## src/mcs_cfg.svh

```systemverilog
/*
  Constants for the multichannel shadow control block: register offsets,
  field positions, reset values and codes.
  Assumes inclusion by bare name from every file that needs it.
*/
`ifndef MCS_CFG_SVH
`define MCS_CFG_SVH

`define MCS_ADDR_W 8
`define MCS_OFS_SWCTRL 8'h54
`define MCS_OFS_PATTERN 8'h58
`define MCS_OFS_ENABLE 8'h5c
`define MCS_SWCTRL_RESET 16'h0000
`define MCS_SWCTRL_WMASK 16'h0737
`define MCS_TRG_LSB 0
`define MCS_TRG_MSB 2
`define MCS_SYN_LSB 4
`define MCS_SYN_MSB 5
`define MCS_BIT_MAIN_UP 8
`define MCS_BIT_MAIN_DN 9
`define MCS_BIT_AUX_UP 10
`define MCS_PAT_W 6
`define MCS_PAT_RESET 6'h00
`define MCS_PAT_ACT_LSB 8
`define MCS_PAT_PEND_BIT 16
`define MCS_RESP_OKAY 2'h0
`define MCS_RESP_SLVERR 2'h2

`endif

```

## src/mcs_pkg.sv

```systemverilog
/*
  Types for the multichannel shadow control block.
  Assumes mcs_cfg.svh is on the include path.
*/
package mcs_pkg;
  typedef enum logic [2:0] {
    MCS_TRG_NONE = 3'h0,
    MCS_TRG_HALL = 3'h1,
    MCS_TRG_AUX_PM = 3'h2,
    MCS_TRG_MAIN_OM = 3'h3,
    MCS_TRG_MAIN_CM1 = 3'h4,
    MCS_TRG_MAIN_PM = 3'h5
  } mcs_trig_t;
  typedef enum logic [1:0] {
    MCS_SYN_DIRECT = 2'h0,
    MCS_SYN_AUX_ZM = 2'h1,
    MCS_SYN_MAIN_ZM = 2'h2,
    MCS_SYN_NONE = 2'h3
  } mcs_sync_t;
  typedef enum {MCS_WR_IDLE, MCS_WR_RESP} mcs_wr_state_t;
endpackage : mcs_pkg

```

## src/mcs_evt_if.sv

```systemverilog
/*
  Interface carrying timer and hall events between the control core and
  the event selector.
  Assumes one clock domain; all signals are one-cycle pulses.
*/
`timescale 1ns/1ns
`default_nettype none
interface mcs_evt_if;
  logic hallCorrect;
  logic auxPeriodUp;
  logic mainOneDown;
  logic mainCompare1;
  logic mainPeriodUp;
  logic auxZero;
  logic mainZeroUp;
  logic trigHit;
  logic syncHit;
  modport source (output hallCorrect, auxPeriodUp, mainOneDown,
    mainCompare1, mainPeriodUp, auxZero, mainZeroUp, input trigHit, syncHit);
  modport select (input hallCorrect, auxPeriodUp, mainOneDown,
    mainCompare1, mainPeriodUp, auxZero, mainZeroUp, output trigHit, syncHit);
endinterface : mcs_evt_if
`default_nettype wire

```

## src/mcs_event_sel.sv

```systemverilog
/*
  Event selector: picks the trigger and synchronisation events from the
  selection codes.
  Assumes event pulses are synchronous to the shared clock.
*/
`timescale 1ns/1ns
`default_nettype none
`include "mcs_cfg.svh"
module mcs_event_sel (
  // Selection codes
  input wire logic [2:0] trigSel,
  input wire logic [1:0] syncSel,
  // Events
  mcs_evt_if.select evt
);
  import mcs_pkg::*;

  always_comb
  begin
    case (mcs_trig_t'(trigSel))
      MCS_TRG_NONE: evt.trigHit = 1'b0;
      MCS_TRG_HALL: evt.trigHit = evt.hallCorrect;
      MCS_TRG_AUX_PM: evt.trigHit = evt.auxPeriodUp;
      MCS_TRG_MAIN_OM: evt.trigHit = evt.mainOneDown;
      MCS_TRG_MAIN_CM1: evt.trigHit = evt.mainCompare1;
      MCS_TRG_MAIN_PM: evt.trigHit = evt.mainPeriodUp;
      default: evt.trigHit = 1'b0;
    endcase
  end

  always_comb
  begin
    case (mcs_sync_t'(syncSel))
      MCS_SYN_DIRECT: evt.syncHit = evt.trigHit;
      MCS_SYN_AUX_ZM: evt.syncHit = evt.auxZero;
      MCS_SYN_MAIN_ZM: evt.syncHit = evt.mainZeroUp;
      default: evt.syncHit = 1'b0;
    endcase
  end
endmodule : mcs_event_sel
`default_nettype wire

```

## src/mcs_read_mux.sv

```systemverilog
/*
  Read data selector for the register slave; read data are registered.
  Assumes the caller strobes load only when a read is accepted.
*/
`timescale 1ns/1ns
`default_nettype none
`include "mcs_cfg.svh"
module mcs_read_mux (
  // Clock and reset
  input wire logic clk,
  input wire logic reset_n,
  // Request
  input wire logic load,
  input wire logic [`MCS_ADDR_W-1:0] addr,
  // Sources
  input wire logic [15:0] ctrlWord,
  input wire logic [31:0] patternWord,
  input wire logic enableBit,
  // Result
  output logic [31:0] data,
  output logic hit
);
  always_ff @(posedge clk or negedge reset_n)
  begin
    if (!reset_n)
    begin
      data <= 32'h0000_0000;
      hit <= 1'b0;
    end
    else if (load)
    begin
      hit <= 1'b1;
      case (addr)
        `MCS_OFS_SWCTRL: data <= {16'h0000, ctrlWord};
        `MCS_OFS_PATTERN: data <= patternWord;
        `MCS_OFS_ENABLE: data <= {31'h0000_0000, enableBit};
        default:
        begin
          data <= 32'h0000_0000;
          hit <= 1'b0;
        end
      endcase
    end
  end
endmodule : mcs_read_mux
`default_nettype wire

```

## src/mcs_shadow_ctrl.sv

```systemverilog
/*
  Multichannel shadow control: decides when the shadow output pattern is
  copied to the active pattern, holds the pending request, launches timer
  shadow transfers, and gates PAT_W PWM outputs (six by default) with the active pattern.
  Assumes timer and hall events are one-cycle pulses on clk, and an
  AXI4-Lite master that keeps at most one read and one write under way.
*/
// Overview of operation
// - Trigger select bits 2:0 pick request event; code zero requests nothing.
// - Codes 1,2,3: hall match, aux period up, main one-match down.
// - Code 4 main compare channel 1, code 5 main period up; others none.
// - Selected trigger sets pending flag, held until the copy clears it.
// - Copy happens only on chosen sync event while pending flag is set or a request arrives.
// - Sync 0 direct, 1 aux zero, 2 main zero up, 3 nothing.
// - Reserved bits read zero; software writes zero there.
// - Bit 8 with enable: pending at main period up launches main transfer.
// - Bit 9 with enable: pending at main one-match launches main transfer.
// - Bit 10 with enable: pending at aux period launches aux transfer.
// - Copy clears pending flag; flag stays clear while enable is low.
// - With enable, active pattern zero forces output passive; one passes the PWM.
`timescale 1ns/1ns
`default_nettype none
`include "mcs_cfg.svh"
module mcs_shadow_ctrl #(
  parameter int PAT_W = `MCS_PAT_W
) (
  // Clock and reset
  input wire logic clk,
  input wire logic reset_n,
  // AXI4-Lite write address
  input wire logic [`MCS_ADDR_W-1:0] s_axi_awaddr,
  input wire logic s_axi_awvalid,
  output logic s_axi_awready,
  // AXI4-Lite write data
  input wire logic [31:0] s_axi_wdata,
  input wire logic [3:0] s_axi_wstrb,
  input wire logic s_axi_wvalid,
  output logic s_axi_wready,
  // AXI4-Lite write response
  output logic [1:0] s_axi_bresp,
  output logic s_axi_bvalid,
  input wire logic s_axi_bready,
  // AXI4-Lite read address
  input wire logic [`MCS_ADDR_W-1:0] s_axi_araddr,
  input wire logic s_axi_arvalid,
  output logic s_axi_arready,
  // AXI4-Lite read data
  output logic [31:0] s_axi_rdata,
  output logic [1:0] s_axi_rresp,
  output logic s_axi_rvalid,
  input wire logic s_axi_rready,
  // Timer and hall events
  input wire logic hallCorrect,
  input wire logic auxPeriodUp,
  input wire logic mainOneDown,
  input wire logic mainCompare1,
  input wire logic mainPeriodUp,
  input wire logic auxZero,
  input wire logic mainZeroUp,
  // PWM paths
  input wire logic [PAT_W-1:0] pwmIn,
  input wire logic [PAT_W-1:0] passiveLevel,
  output logic [PAT_W-1:0] pwmOut,
  // Timer shadow transfer launches
  output logic mainTimerShadowXfer,
  output logic auxTimerShadowXfer,
  // Status
  output logic [PAT_W-1:0] activePattern,
  output logic transferPending
);
  import mcs_pkg::*;

  initial
  begin
    if (PAT_W < 1 || PAT_W > 8)
      $error("mcs_shadow_ctrl: PAT_W must be 1 to 8");
  end

  function automatic logic [31:0] mcsMerge(input logic [31:0] oldVal,
    input logic [31:0] newVal, input logic [3:0] strb);
    logic [31:0] res;
    res = oldVal;
    for (int i = 0; i < 4; i++)
      if (strb[i])
        res[i*8 +: 8] = newVal[i*8 +: 8];
    return res;
  endfunction : mcsMerge

  logic [15:0] ctrl_reg;
  logic [PAT_W-1:0] patternShadow_reg;
  logic [PAT_W-1:0] activePattern_reg;
  logic pending_reg;
  logic multichannelEnable_reg;
  logic mainXfer_reg;
  logic auxXfer_reg;
  logic [PAT_W-1:0] pwmOut_reg;
  logic [PAT_W-1:0] pwmOut_next;

  mcs_evt_if evt ();
  assign evt.hallCorrect = hallCorrect;
  assign evt.auxPeriodUp = auxPeriodUp;
  assign evt.mainOneDown = mainOneDown;
  assign evt.mainCompare1 = mainCompare1;
  assign evt.mainPeriodUp = mainPeriodUp;
  assign evt.auxZero = auxZero;
  assign evt.mainZeroUp = mainZeroUp;

  mcs_event_sel u_sel (
    .trigSel(ctrl_reg[`MCS_TRG_MSB:`MCS_TRG_LSB]),
    .syncSel(ctrl_reg[`MCS_SYN_MSB:`MCS_SYN_LSB]),
    .evt(evt.select)
  );

  // Pending as seen this cycle, including a request arriving now
  logic pendingNow;
  logic copyNow;
  assign pendingNow = multichannelEnable_reg
    && (pending_reg || evt.trigHit);
  assign copyNow = pendingNow && evt.syncHit;

  // Write channel: address and data taken in either order
  mcs_wr_state_t wrState;
  logic awHeld;
  logic wHeld;
  logic [`MCS_ADDR_W-1:0] awAddr_reg;
  logic [31:0] wData_reg;
  logic [3:0] wStrb_reg;
  logic wrFire;
  logic wrHit;

  assign s_axi_awready = (wrState == MCS_WR_IDLE) && !awHeld;
  assign s_axi_wready = (wrState == MCS_WR_IDLE) && !wHeld;
  assign wrFire = (wrState == MCS_WR_IDLE) && awHeld && wHeld;
  assign wrHit = (awAddr_reg == `MCS_OFS_SWCTRL)
    || (awAddr_reg == `MCS_OFS_PATTERN)
    || (awAddr_reg == `MCS_OFS_ENABLE);

  always_ff @(posedge clk or negedge reset_n)
  begin
    if (!reset_n)
    begin
      awHeld <= 1'b0;
      awAddr_reg <= '0;
    end
    else if (s_axi_awvalid && s_axi_awready)
    begin
      awHeld <= 1'b1;
      awAddr_reg <= s_axi_awaddr;
    end
    else if (wrFire)
      awHeld <= 1'b0;
  end

  always_ff @(posedge clk or negedge reset_n)
  begin
    if (!reset_n)
    begin
      wHeld <= 1'b0;
      wData_reg <= 32'h0000_0000;
      wStrb_reg <= 4'h0;
    end
    else if (s_axi_wvalid && s_axi_wready)
    begin
      wHeld <= 1'b1;
      wData_reg <= s_axi_wdata;
      wStrb_reg <= s_axi_wstrb;
    end
    else if (wrFire)
      wHeld <= 1'b0;
  end

  always_ff @(posedge clk or negedge reset_n)
  begin
    if (!reset_n)
    begin
      wrState <= MCS_WR_IDLE;
      s_axi_bvalid <= 1'b0;
      s_axi_bresp <= `MCS_RESP_OKAY;
    end
    else
    begin
      case (wrState)
        MCS_WR_IDLE:
          if (wrFire)
          begin
            wrState <= MCS_WR_RESP;
            s_axi_bvalid <= 1'b1;
            s_axi_bresp <= wrHit ? `MCS_RESP_OKAY : `MCS_RESP_SLVERR;
          end
        MCS_WR_RESP:
          if (s_axi_bready)
          begin
            wrState <= MCS_WR_IDLE;
            s_axi_bvalid <= 1'b0;
          end
        default: wrState <= MCS_WR_IDLE;
      endcase
    end
  end

  // Register writes; reserved bits are never stored, so they read zero
  logic [31:0] ctrlMerged;
  logic [31:0] patMerged;
  logic [31:0] enMerged;
  assign ctrlMerged = mcsMerge({16'h0000, ctrl_reg}, wData_reg, wStrb_reg);
  assign patMerged = mcsMerge({{(32-PAT_W){1'b0}}, patternShadow_reg},
    wData_reg, wStrb_reg);
  assign enMerged = mcsMerge({31'h0000_0000, multichannelEnable_reg},
    wData_reg, wStrb_reg);

  always_ff @(posedge clk or negedge reset_n)
  begin
    if (!reset_n)
      ctrl_reg <= `MCS_SWCTRL_RESET;
    else if (wrFire && awAddr_reg == `MCS_OFS_SWCTRL)
      ctrl_reg <= ctrlMerged[15:0] & `MCS_SWCTRL_WMASK;
  end

  always_ff @(posedge clk or negedge reset_n)
  begin
    if (!reset_n)
      patternShadow_reg <= PAT_W'(`MCS_PAT_RESET);
    else if (wrFire && awAddr_reg == `MCS_OFS_PATTERN)
      patternShadow_reg <= patMerged[PAT_W-1:0];
  end

  always_ff @(posedge clk or negedge reset_n)
  begin
    if (!reset_n)
      multichannelEnable_reg <= 1'b0;
    else if (wrFire && awAddr_reg == `MCS_OFS_ENABLE)
      multichannelEnable_reg <= enMerged[0];
  end

  // Pending flag: a new request in the copy cycle is consumed by that copy
  always_ff @(posedge clk or negedge reset_n)
  begin
    if (!reset_n)
      pending_reg <= 1'b0;
    else if (!multichannelEnable_reg)
      pending_reg <= 1'b0;
    else if (copyNow)
      pending_reg <= 1'b0;
    else if (evt.trigHit)
      pending_reg <= 1'b1;
  end

  always_ff @(posedge clk or negedge reset_n)
  begin
    if (!reset_n)
      activePattern_reg <= PAT_W'(`MCS_PAT_RESET);
    else if (copyNow)
      activePattern_reg <= patternShadow_reg;
  end

  // Timer shadow launches, one-cycle pulses
  always_ff @(posedge clk or negedge reset_n)
  begin
    if (!reset_n)
    begin
      mainXfer_reg <= 1'b0;
      auxXfer_reg <= 1'b0;
    end
    else
    begin
      mainXfer_reg <= pendingNow
        && ((ctrl_reg[`MCS_BIT_MAIN_UP] && mainPeriodUp)
        || (ctrl_reg[`MCS_BIT_MAIN_DN] && mainOneDown));
      auxXfer_reg <= pendingNow
        && ctrl_reg[`MCS_BIT_AUX_UP] && auxPeriodUp;
    end
  end

  // With enable set, outputs pass the PWM only while their pattern bit is one
  always_comb
  begin
    pwmOut_next = pwmIn;
    if (multichannelEnable_reg)
      for (int i = 0; i < PAT_W; i++)
        if (!activePattern_reg[i])
          pwmOut_next[i] = passiveLevel[i];
  end

  always_ff @(posedge clk or negedge reset_n)
  begin
    if (!reset_n)
      pwmOut_reg <= '0;
    else
      pwmOut_reg <= pwmOut_next;
  end

  // Read channel
  logic rdLoad;
  logic rdHit;
  assign s_axi_arready = !s_axi_rvalid;
  assign rdLoad = s_axi_arvalid && s_axi_arready;

  mcs_read_mux u_rd (
    .clk(clk),
    .reset_n(reset_n),
    .load(rdLoad),
    .addr(s_axi_araddr),
    .ctrlWord(ctrl_reg),
    .patternWord({15'h0000, pending_reg,
      {(8-PAT_W){1'b0}}, activePattern_reg,
      {(8-PAT_W){1'b0}}, patternShadow_reg}),
    .enableBit(multichannelEnable_reg),
    .data(s_axi_rdata),
    .hit(rdHit)
  );

  always_ff @(posedge clk or negedge reset_n)
  begin
    if (!reset_n)
      s_axi_rvalid <= 1'b0;
    else if (rdLoad)
      s_axi_rvalid <= 1'b1;
    else if (s_axi_rready)
      s_axi_rvalid <= 1'b0;
  end

  assign s_axi_rresp = rdHit ? `MCS_RESP_OKAY : `MCS_RESP_SLVERR;
  assign pwmOut = pwmOut_reg;
  assign mainTimerShadowXfer = mainXfer_reg;
  assign auxTimerShadowXfer = auxXfer_reg;
  assign activePattern = activePattern_reg;
  assign transferPending = pending_reg;
endmodule : mcs_shadow_ctrl
`default_nettype wire

```

## config.mk

```make
export PLATFORM = sky130hd
export DESIGN_NAME = mcs_shadow_ctrl
export DESIGN_NICKNAME = d
export VERILOG_FILES = /design/src/mcs_pkg.sv /design/src/mcs_evt_if.sv /design/src/mcs_event_sel.sv /design/src/mcs_read_mux.sv /design/src/mcs_shadow_ctrl.sv
export VERILOG_INCLUDE_DIRS = /design/src
export SDC_FILE = /design/constraint.sdc
export NUM_CORES = 1
export LEC_CHECK = 0
export ABC_AREA = 0
export BUFFER_PORTS_ARGS = -buffer_cell sky130_fd_sc_hd__buf_4
export CAP_MARGIN = 20
export CORE_UTILIZATION = 47
export DETAILED_ROUTE_END_ITERATION = 10
export GPL_TIMING_DRIVEN = 0
export PLACE_DENSITY = 0.8
export SYNTH_ARGS = -nofsm -noshare
export SYNTH_HDL_FRONTEND = slang
export SYNTH_SLANG_ARGS = --single-unit
```

## constraint.sdc

```tcl
create_clock -name clk -period 2.4 [get_ports clk]
set_clock_uncertainty 0.1 [all_clocks]
set_input_delay 0.72 -clock clk [delete_from_list [all_inputs] [get_ports clk]]
set_output_delay 0.72 -clock clk [all_outputs]
set_load 0.005 [all_outputs]
```

==> impl_metrics.ini, run 1 <==
[run_status]
status = complete, no violations

[sta]
rsz0062_at_grt = no
finalSetupViolCount = 0
tns_ns = 0
layout_min_cycle_time_ns = 1.96
max-slew-margin-rel_pct = 45.0
tightest_slew_ns = 0.826
max_freq_ghz = 0.510
maxSlewViolCount = 0
final.period_utilization_pct = 81.7
final_hold_viol_count = 0
setup_ws_ns = 0.440

[cts]
ctsResizeCount = 0
numCtsBuffers = 9
clkSlewWorstSetupHoldPaths_ns = 0.07
postCtsHoldBufs = 0
htreeDepth = 3
root_buffer = clkbuf_8
cts_num_sinks = 68
cts_tree = done
insertion_delay_ns = 0.34
cts_setup_buffers = 0
clockBufferDepth = 2

[synth]
yosysTopAreaCell = dfrtp_1
netlist_instances = 236
synthTopCellsByArea = dfrtp_1 (57%), mux2_2 (18%), buf_4 (5.2%)
ys_warn_count = 0
ys_seq_elements = 68
yosysSeqAreaShare_pct = 56.6
syn_avg_cell_area_um2 = 12.7
yosys_most_used_dff = dfrtp_1
synthTopCellsByCount = dfrtp_1 (68), mux2_2 (47), buf_4 (21), nand2_1 (14)
yosys.cell_count.top_type = dfrtp_1
syn_area_um2 = 3010
synth_top_area_share_pct = 56.6
synth_async_sr_flop_share_pct = 100
ys_types = 35
synth-edff-count = 0

[worst_setup_path]
reg2reg_slack_ns = 0.46
worstRegToRegCells = 5
cpPeakStageDelay_ns = 0.45
critical_path_peak_fanout = 10
worstPathArrival_ns = 2.14
crit_end = u_rd.data[16]
crit_family = simple AND/OR/NAND/NOR gates
r2r_end = ctrl_reg[4]
cp.buffers_inverters = 1
startpoint_type = input pin
setup.worst_path.end_class = flop
crit_start = s_axi_araddr[5]
path_depth = 5
crit_type = in2reg
critical_path.slowest_cell = nor3b_2
worstPathCellList = buf_4 > nor4b_1 > nand3b_1 > nor3b_2 > a22o_1
crit-reg2reg-launch = awAddr_reg[7]
worstPathRequired_ns = 2.58

[drt]
ant_nets = 0
first_pass_iters = 4
drc = 0
vias = 2169
routedWlPerCell_um = 14.1
vias_per_cell = 5.01
finalWirelength_um = 6100
drtIter0Drc = 159

[grt]
grtUsageTotal_pct = 19.8
antenna_found_initial = 0
grt_pass1_wl_um = 9670
grt-ovfl-total = 0
grt_pass1_vias = 2071
grt_max_degree = 69

[pwr]
leakage_nw = 1.98
power_density_nw_per_um2 = 779
peakVddDrop_mv = 0.554
total_power_mw = 3.14

[placed_design]
place_ws_ns = 0.0861
port_buffers = 87
gp_congestion = 0.810
dpl.hpwl_um = 4530

[floorplan]
design.core.area_um2 = 6060
die_w_um = 82.0
dieArea_um2 = 6720
die_h_um = 82.0
rows = 28
io_pins = 134
initial_core_util_pct = 49.6

[min_path]
hp-class = in2async

[final_layout]
fin_nets = 432
diodes = 0
area_growth_pct = 34.1
largest_reg_flops = 13
drive_above_1_share_pct = 48.6
postLayoutCoreUtil_pct = 66.5

[flow_run]
cap_violations = 0
[report_power, final]
part | internal [mW] | switching, mW | total [mW] | leakage (nW)
Clock | 0.561 | 0.398 | 0.959 | 0.103
Combinational | 0.390 | 0.243 | 0.633 | 0.994
Sequential | 1.38 | 0.170 | 1.55 | 0.881
[cell type report]
class                           count  area (µm²)
Fill cell                         478        2030
Tap cell                           75        93.8
Buffer                             28         185
Clock buffer                       14         173
Inverter                            6        22.5
Sequential cell                    68        1700
Clock inverter                      1        30.0
Timing Repair Buffer               87         653
Multi-Input combinational cell    154        1170
[cells in the final DEF (no fill, tap or decap)]
| cell type | n |
|---|---|
| a21oi_1 | 2 |
| o211ai_1 | 3 |
| mux2_2 | 47 |
| buf_2 | 1 |
| buf_1 | 1 |
| bufinv_16 | 1 |
| nor3_2 | 1 |
| o311a_1 | 1 |
| nand2b_1 | 6 |
| and3_1 | 2 |
| clkbuf_1 | 7 |
| and2_1 | 2 |
| nand3_1 | 2 |
| nor3b_4 | 1 |
| a22oi_1 | 9 |
| o22a_1 | 1 |
| inv_1 | 6 |
| o21ai_0 | 4 |
| o21a_1 | 1 |
| nor3b_2 | 2 |
| nor2_1 | 9 |
| o31ai_1 | 9 |
| nand3b_1 | 1 |
| mux2i_1 | 1 |
| nand3_2 | 1 |
| buf_4 | 108 |
| a22o_1 | 5 |
| a21o_1 | 1 |
| clkbuf_8 | 12 |
| nor4b_1 | 1 |
| nand2_1 | 14 |
| a31oi_1 | 1 |
| nand4bb_1 | 1 |
| nor2b_1 | 4 |
| dfrtp_1 | 68 |
| conb_1 | 21 |
| a21boi_0 | 1 |
[logic make-up after synthesis]
logic type             after synthesis  share of synthesized area (%)
AO/OA/AOI/OAI                       38                           9.28
buffers and inverters               34                           6.91
flip-flops                          68                           56.6
multiplexers                        48                           17.9
other                                1                          0.125
AND/OR/NAND/NOR                     47                           9.16
[worst min path at each step]
stage / cells past startpoint / end / from / slack [ns]
floorplan: 0 / activePattern[0] / reset_n / 0.32
global placement: 2 / u_rd.hit / u_rd.hit / 0.36
detailed placement: 2 / u_rd.data[8] / u_rd.data[8] / 0.37
CTS: 2 / u_rd.data[8] / u_rd.data[8] / 0.39
global route: 2 / u_rd.data[2] / u_rd.data[2] / 0.41
finish: 1 / ctrl_reg[10] / reset_n / 0.38
[per-layer routing]
metal / up-vias / share of wire [%] / global-route usage, %
li1: 1037 / - / -
met4: 0 / 1.9 / 10.0
met2: 80 / 50 / 33.1
met3: 12 / 8.0 / 5.44
met5: - / 0 / 0
met1: 1040 / 40 / 23.4
[per-stage QoR]
step	instance area [µm²]	hold WS (ns)	instances
3_5_place_dp	3830	0.373	418
3_3_place_gp	3830	0.359	418
4_1_cts	4030	0.386	433
2_1_floorplan	3080	0.324	256
6_report	4030	0.379	433
5_1_grt	4030	0.414	433
Note: power is estimated with default switching activity, not from simulation.
==> run 2, diff against run 1 <==
Clock period 2.4 ns to 2.03 ns, I/O delays scaled along.
==> run 2 against run 1 <==
  * Non-clock buffer count up 2
  * Die area unchanged
  * Worst setup slack got worse by 0.32 ns
  * Sequential share of layout area down 0.36 points
  * Combinational power increased by 21%
  * Sequential power up 19%
  * Design area increased by 0.87%
  * Global-route usage stayed put
  * Utilization increased by 0.58 points
  * Clock power is 20% higher
  * First-iteration DRC count down 6.9%
  * Critical endpoint is now patternShadow_reg[2]
==> impl_metrics.ini, run 2 (synthesized netlist as in run 1, its figures left out) <==
[run_status]
status = complete, no violations

[sta]
maxSlewViolCount = 0
max-slew-margin-rel_pct = 45.0
setup_ws_ns = 0.119
final.period_utilization_pct = 94.1
max_freq_ghz = 0.523
tightest_slew_ns = 0.825
finalSetupViolCount = 0
rsz0062_at_grt = no
tns_ns = 0
final_hold_viol_count = 0
layout_min_cycle_time_ns = 1.91

[pwr]
power_density_nw_per_um2 = 923
peakVddDrop_mv = 0.656
leakage_nw = 2.00

[worst_setup_path]
setup.worst_path.end_class = flop
critical_path_peak_fanout = 6
worstPathRequired_ns = 2.16
worstPathArrival_ns = 2.04
crit_type = reg2reg
startpoint_type = flop
worstRegToRegCells = 5

[floorplan]
die_w_um = 82.0
initial_core_util_pct = 49.6
die_h_um = 82.0
rows = 28
io_pins = 134
design.core.area_um2 = 6060
dieArea_um2 = 6720

[cts]
root_buffer = clkbuf_8
clkSlewWorstSetupHoldPaths_ns = 0.07
cts_tree = done
postCtsHoldBufs = 0
clockBufferDepth = 2
numCtsBuffers = 9
insertion_delay_ns = 0.35
htreeDepth = 3
cts_num_sinks = 68

[drt]
finalWirelength_um = 6180
first_pass_iters = 4
drtIter0Drc = 148
vias = 2192
vias_per_cell = 5.04
routedWlPerCell_um = 14.2
ant_nets = 0
drc = 0

[placed_design]
dpl.hpwl_um = 4530
port_buffers = 87
gp_congestion = 0.810
dp.cells = 418
place_ws_ns = -0.173
dpl_cell_area_um2 = 3830

[grt]
grt_pass1_vias = 2071
grt-busiest-layer = met2
grtUsageMet3_pct = 5.44
grt-ovfl-total = 0
grt_max_degree = 69
grtUsageTotal_pct = 19.8
grt_pass1_wl_um = 9670
antenna_found_initial = 0
use_met1_pct = 23.4
globalRouteMet2Util_pct = 33.1

[final_layout]
final-instance-count-excl-fill = 435
multi_input_area_um2 = 1190
area_growth_pct = 35.2
nFillCells = 477
final_cell_mix = buf_4 (110), dfrtp_1 (68), mux2_2 (47)
fin_nets = 434
diodes = 0
layout.area.seq_um2 = 1700
fin_area_um2 = 4070
postLayoutCoreUtil_pct = 67.1
mostFrequentLayoutCell = buf_4
largest_reg_flops = 13
drive_above_1_share_pct = 48.9

[min_path]
hp-class = in2async

[flow_run]
cap_violations = 0
run 2: cell type report:
class                      instances  share of cell area, %
clock buffer                      14                   4.25
multi-input combinational        154                   29.3
timing repair buffer              89                   16.4
inverter                           6                  0.554
clock inverter                     1                  0.738
tap                               75                   2.31
sequential                        68                   41.8
buffer                            28                   4.55
run 2: worst max-delay path, stage by stage (launching register included):
cell and delay (ns):
dfrtp_1 0.37, nand4bb_1 0.25, nor3_4 0.26, buf_4 0.15
nand3_1 0.28, mux2_2 0.38
run 2: timing repair:
action                     4_1_cts  5_1_grt
setup endpoints to repair        0        8
setup buffers                    0        2
gates resized for setup          0        3
run 2: final timing paths:
path,from,end,slack [ns]
worst min-delay path,reset_n,ctrl_reg[10],0.26
max in group asynchronous,reset_n,u_rd.data[8],1.03
min in group clk,s_axi_bready,s_axi_bvalid,0.34
worst max register to register,awAddr_reg[7],patternShadow_reg[2],0.12
worst min register to register,u_rd.data[8],u_rd.data[8],0.38
worst max-delay path,awAddr_reg[7],patternShadow_reg[2],0.12
run 2: report_power, final:
part	total, mW	internal, mW	switching, mW	leakage [nW]
sequential	1.84	1.63	0.215	0.881
clock	1.15	0.663	0.485	0.103
combinational	0.764	0.469	0.294	1.01
run 2: per-layer routing:
| metal | vias up | wire [µm] |
|---|---|---|
| li1 | 1039 | - |
| met3 | 15 | 524 |
| met5 | - | 0 |
| met4 | 0 | 127 |
| met1 | 1052 | 2470 |
| met2 | 86 | 3060 |
run 2: stage by stage:
step / power (mW) / hold WS [ns]
final: 3.75 / 0.256
after global routing: 3.97 / 0.332
after CTS: 3.74 / 0.295
after detailed placement: 2.61 / 0.373
after global placement: 2.57 / 0.359
after floorplan: 2.30 / 0.213
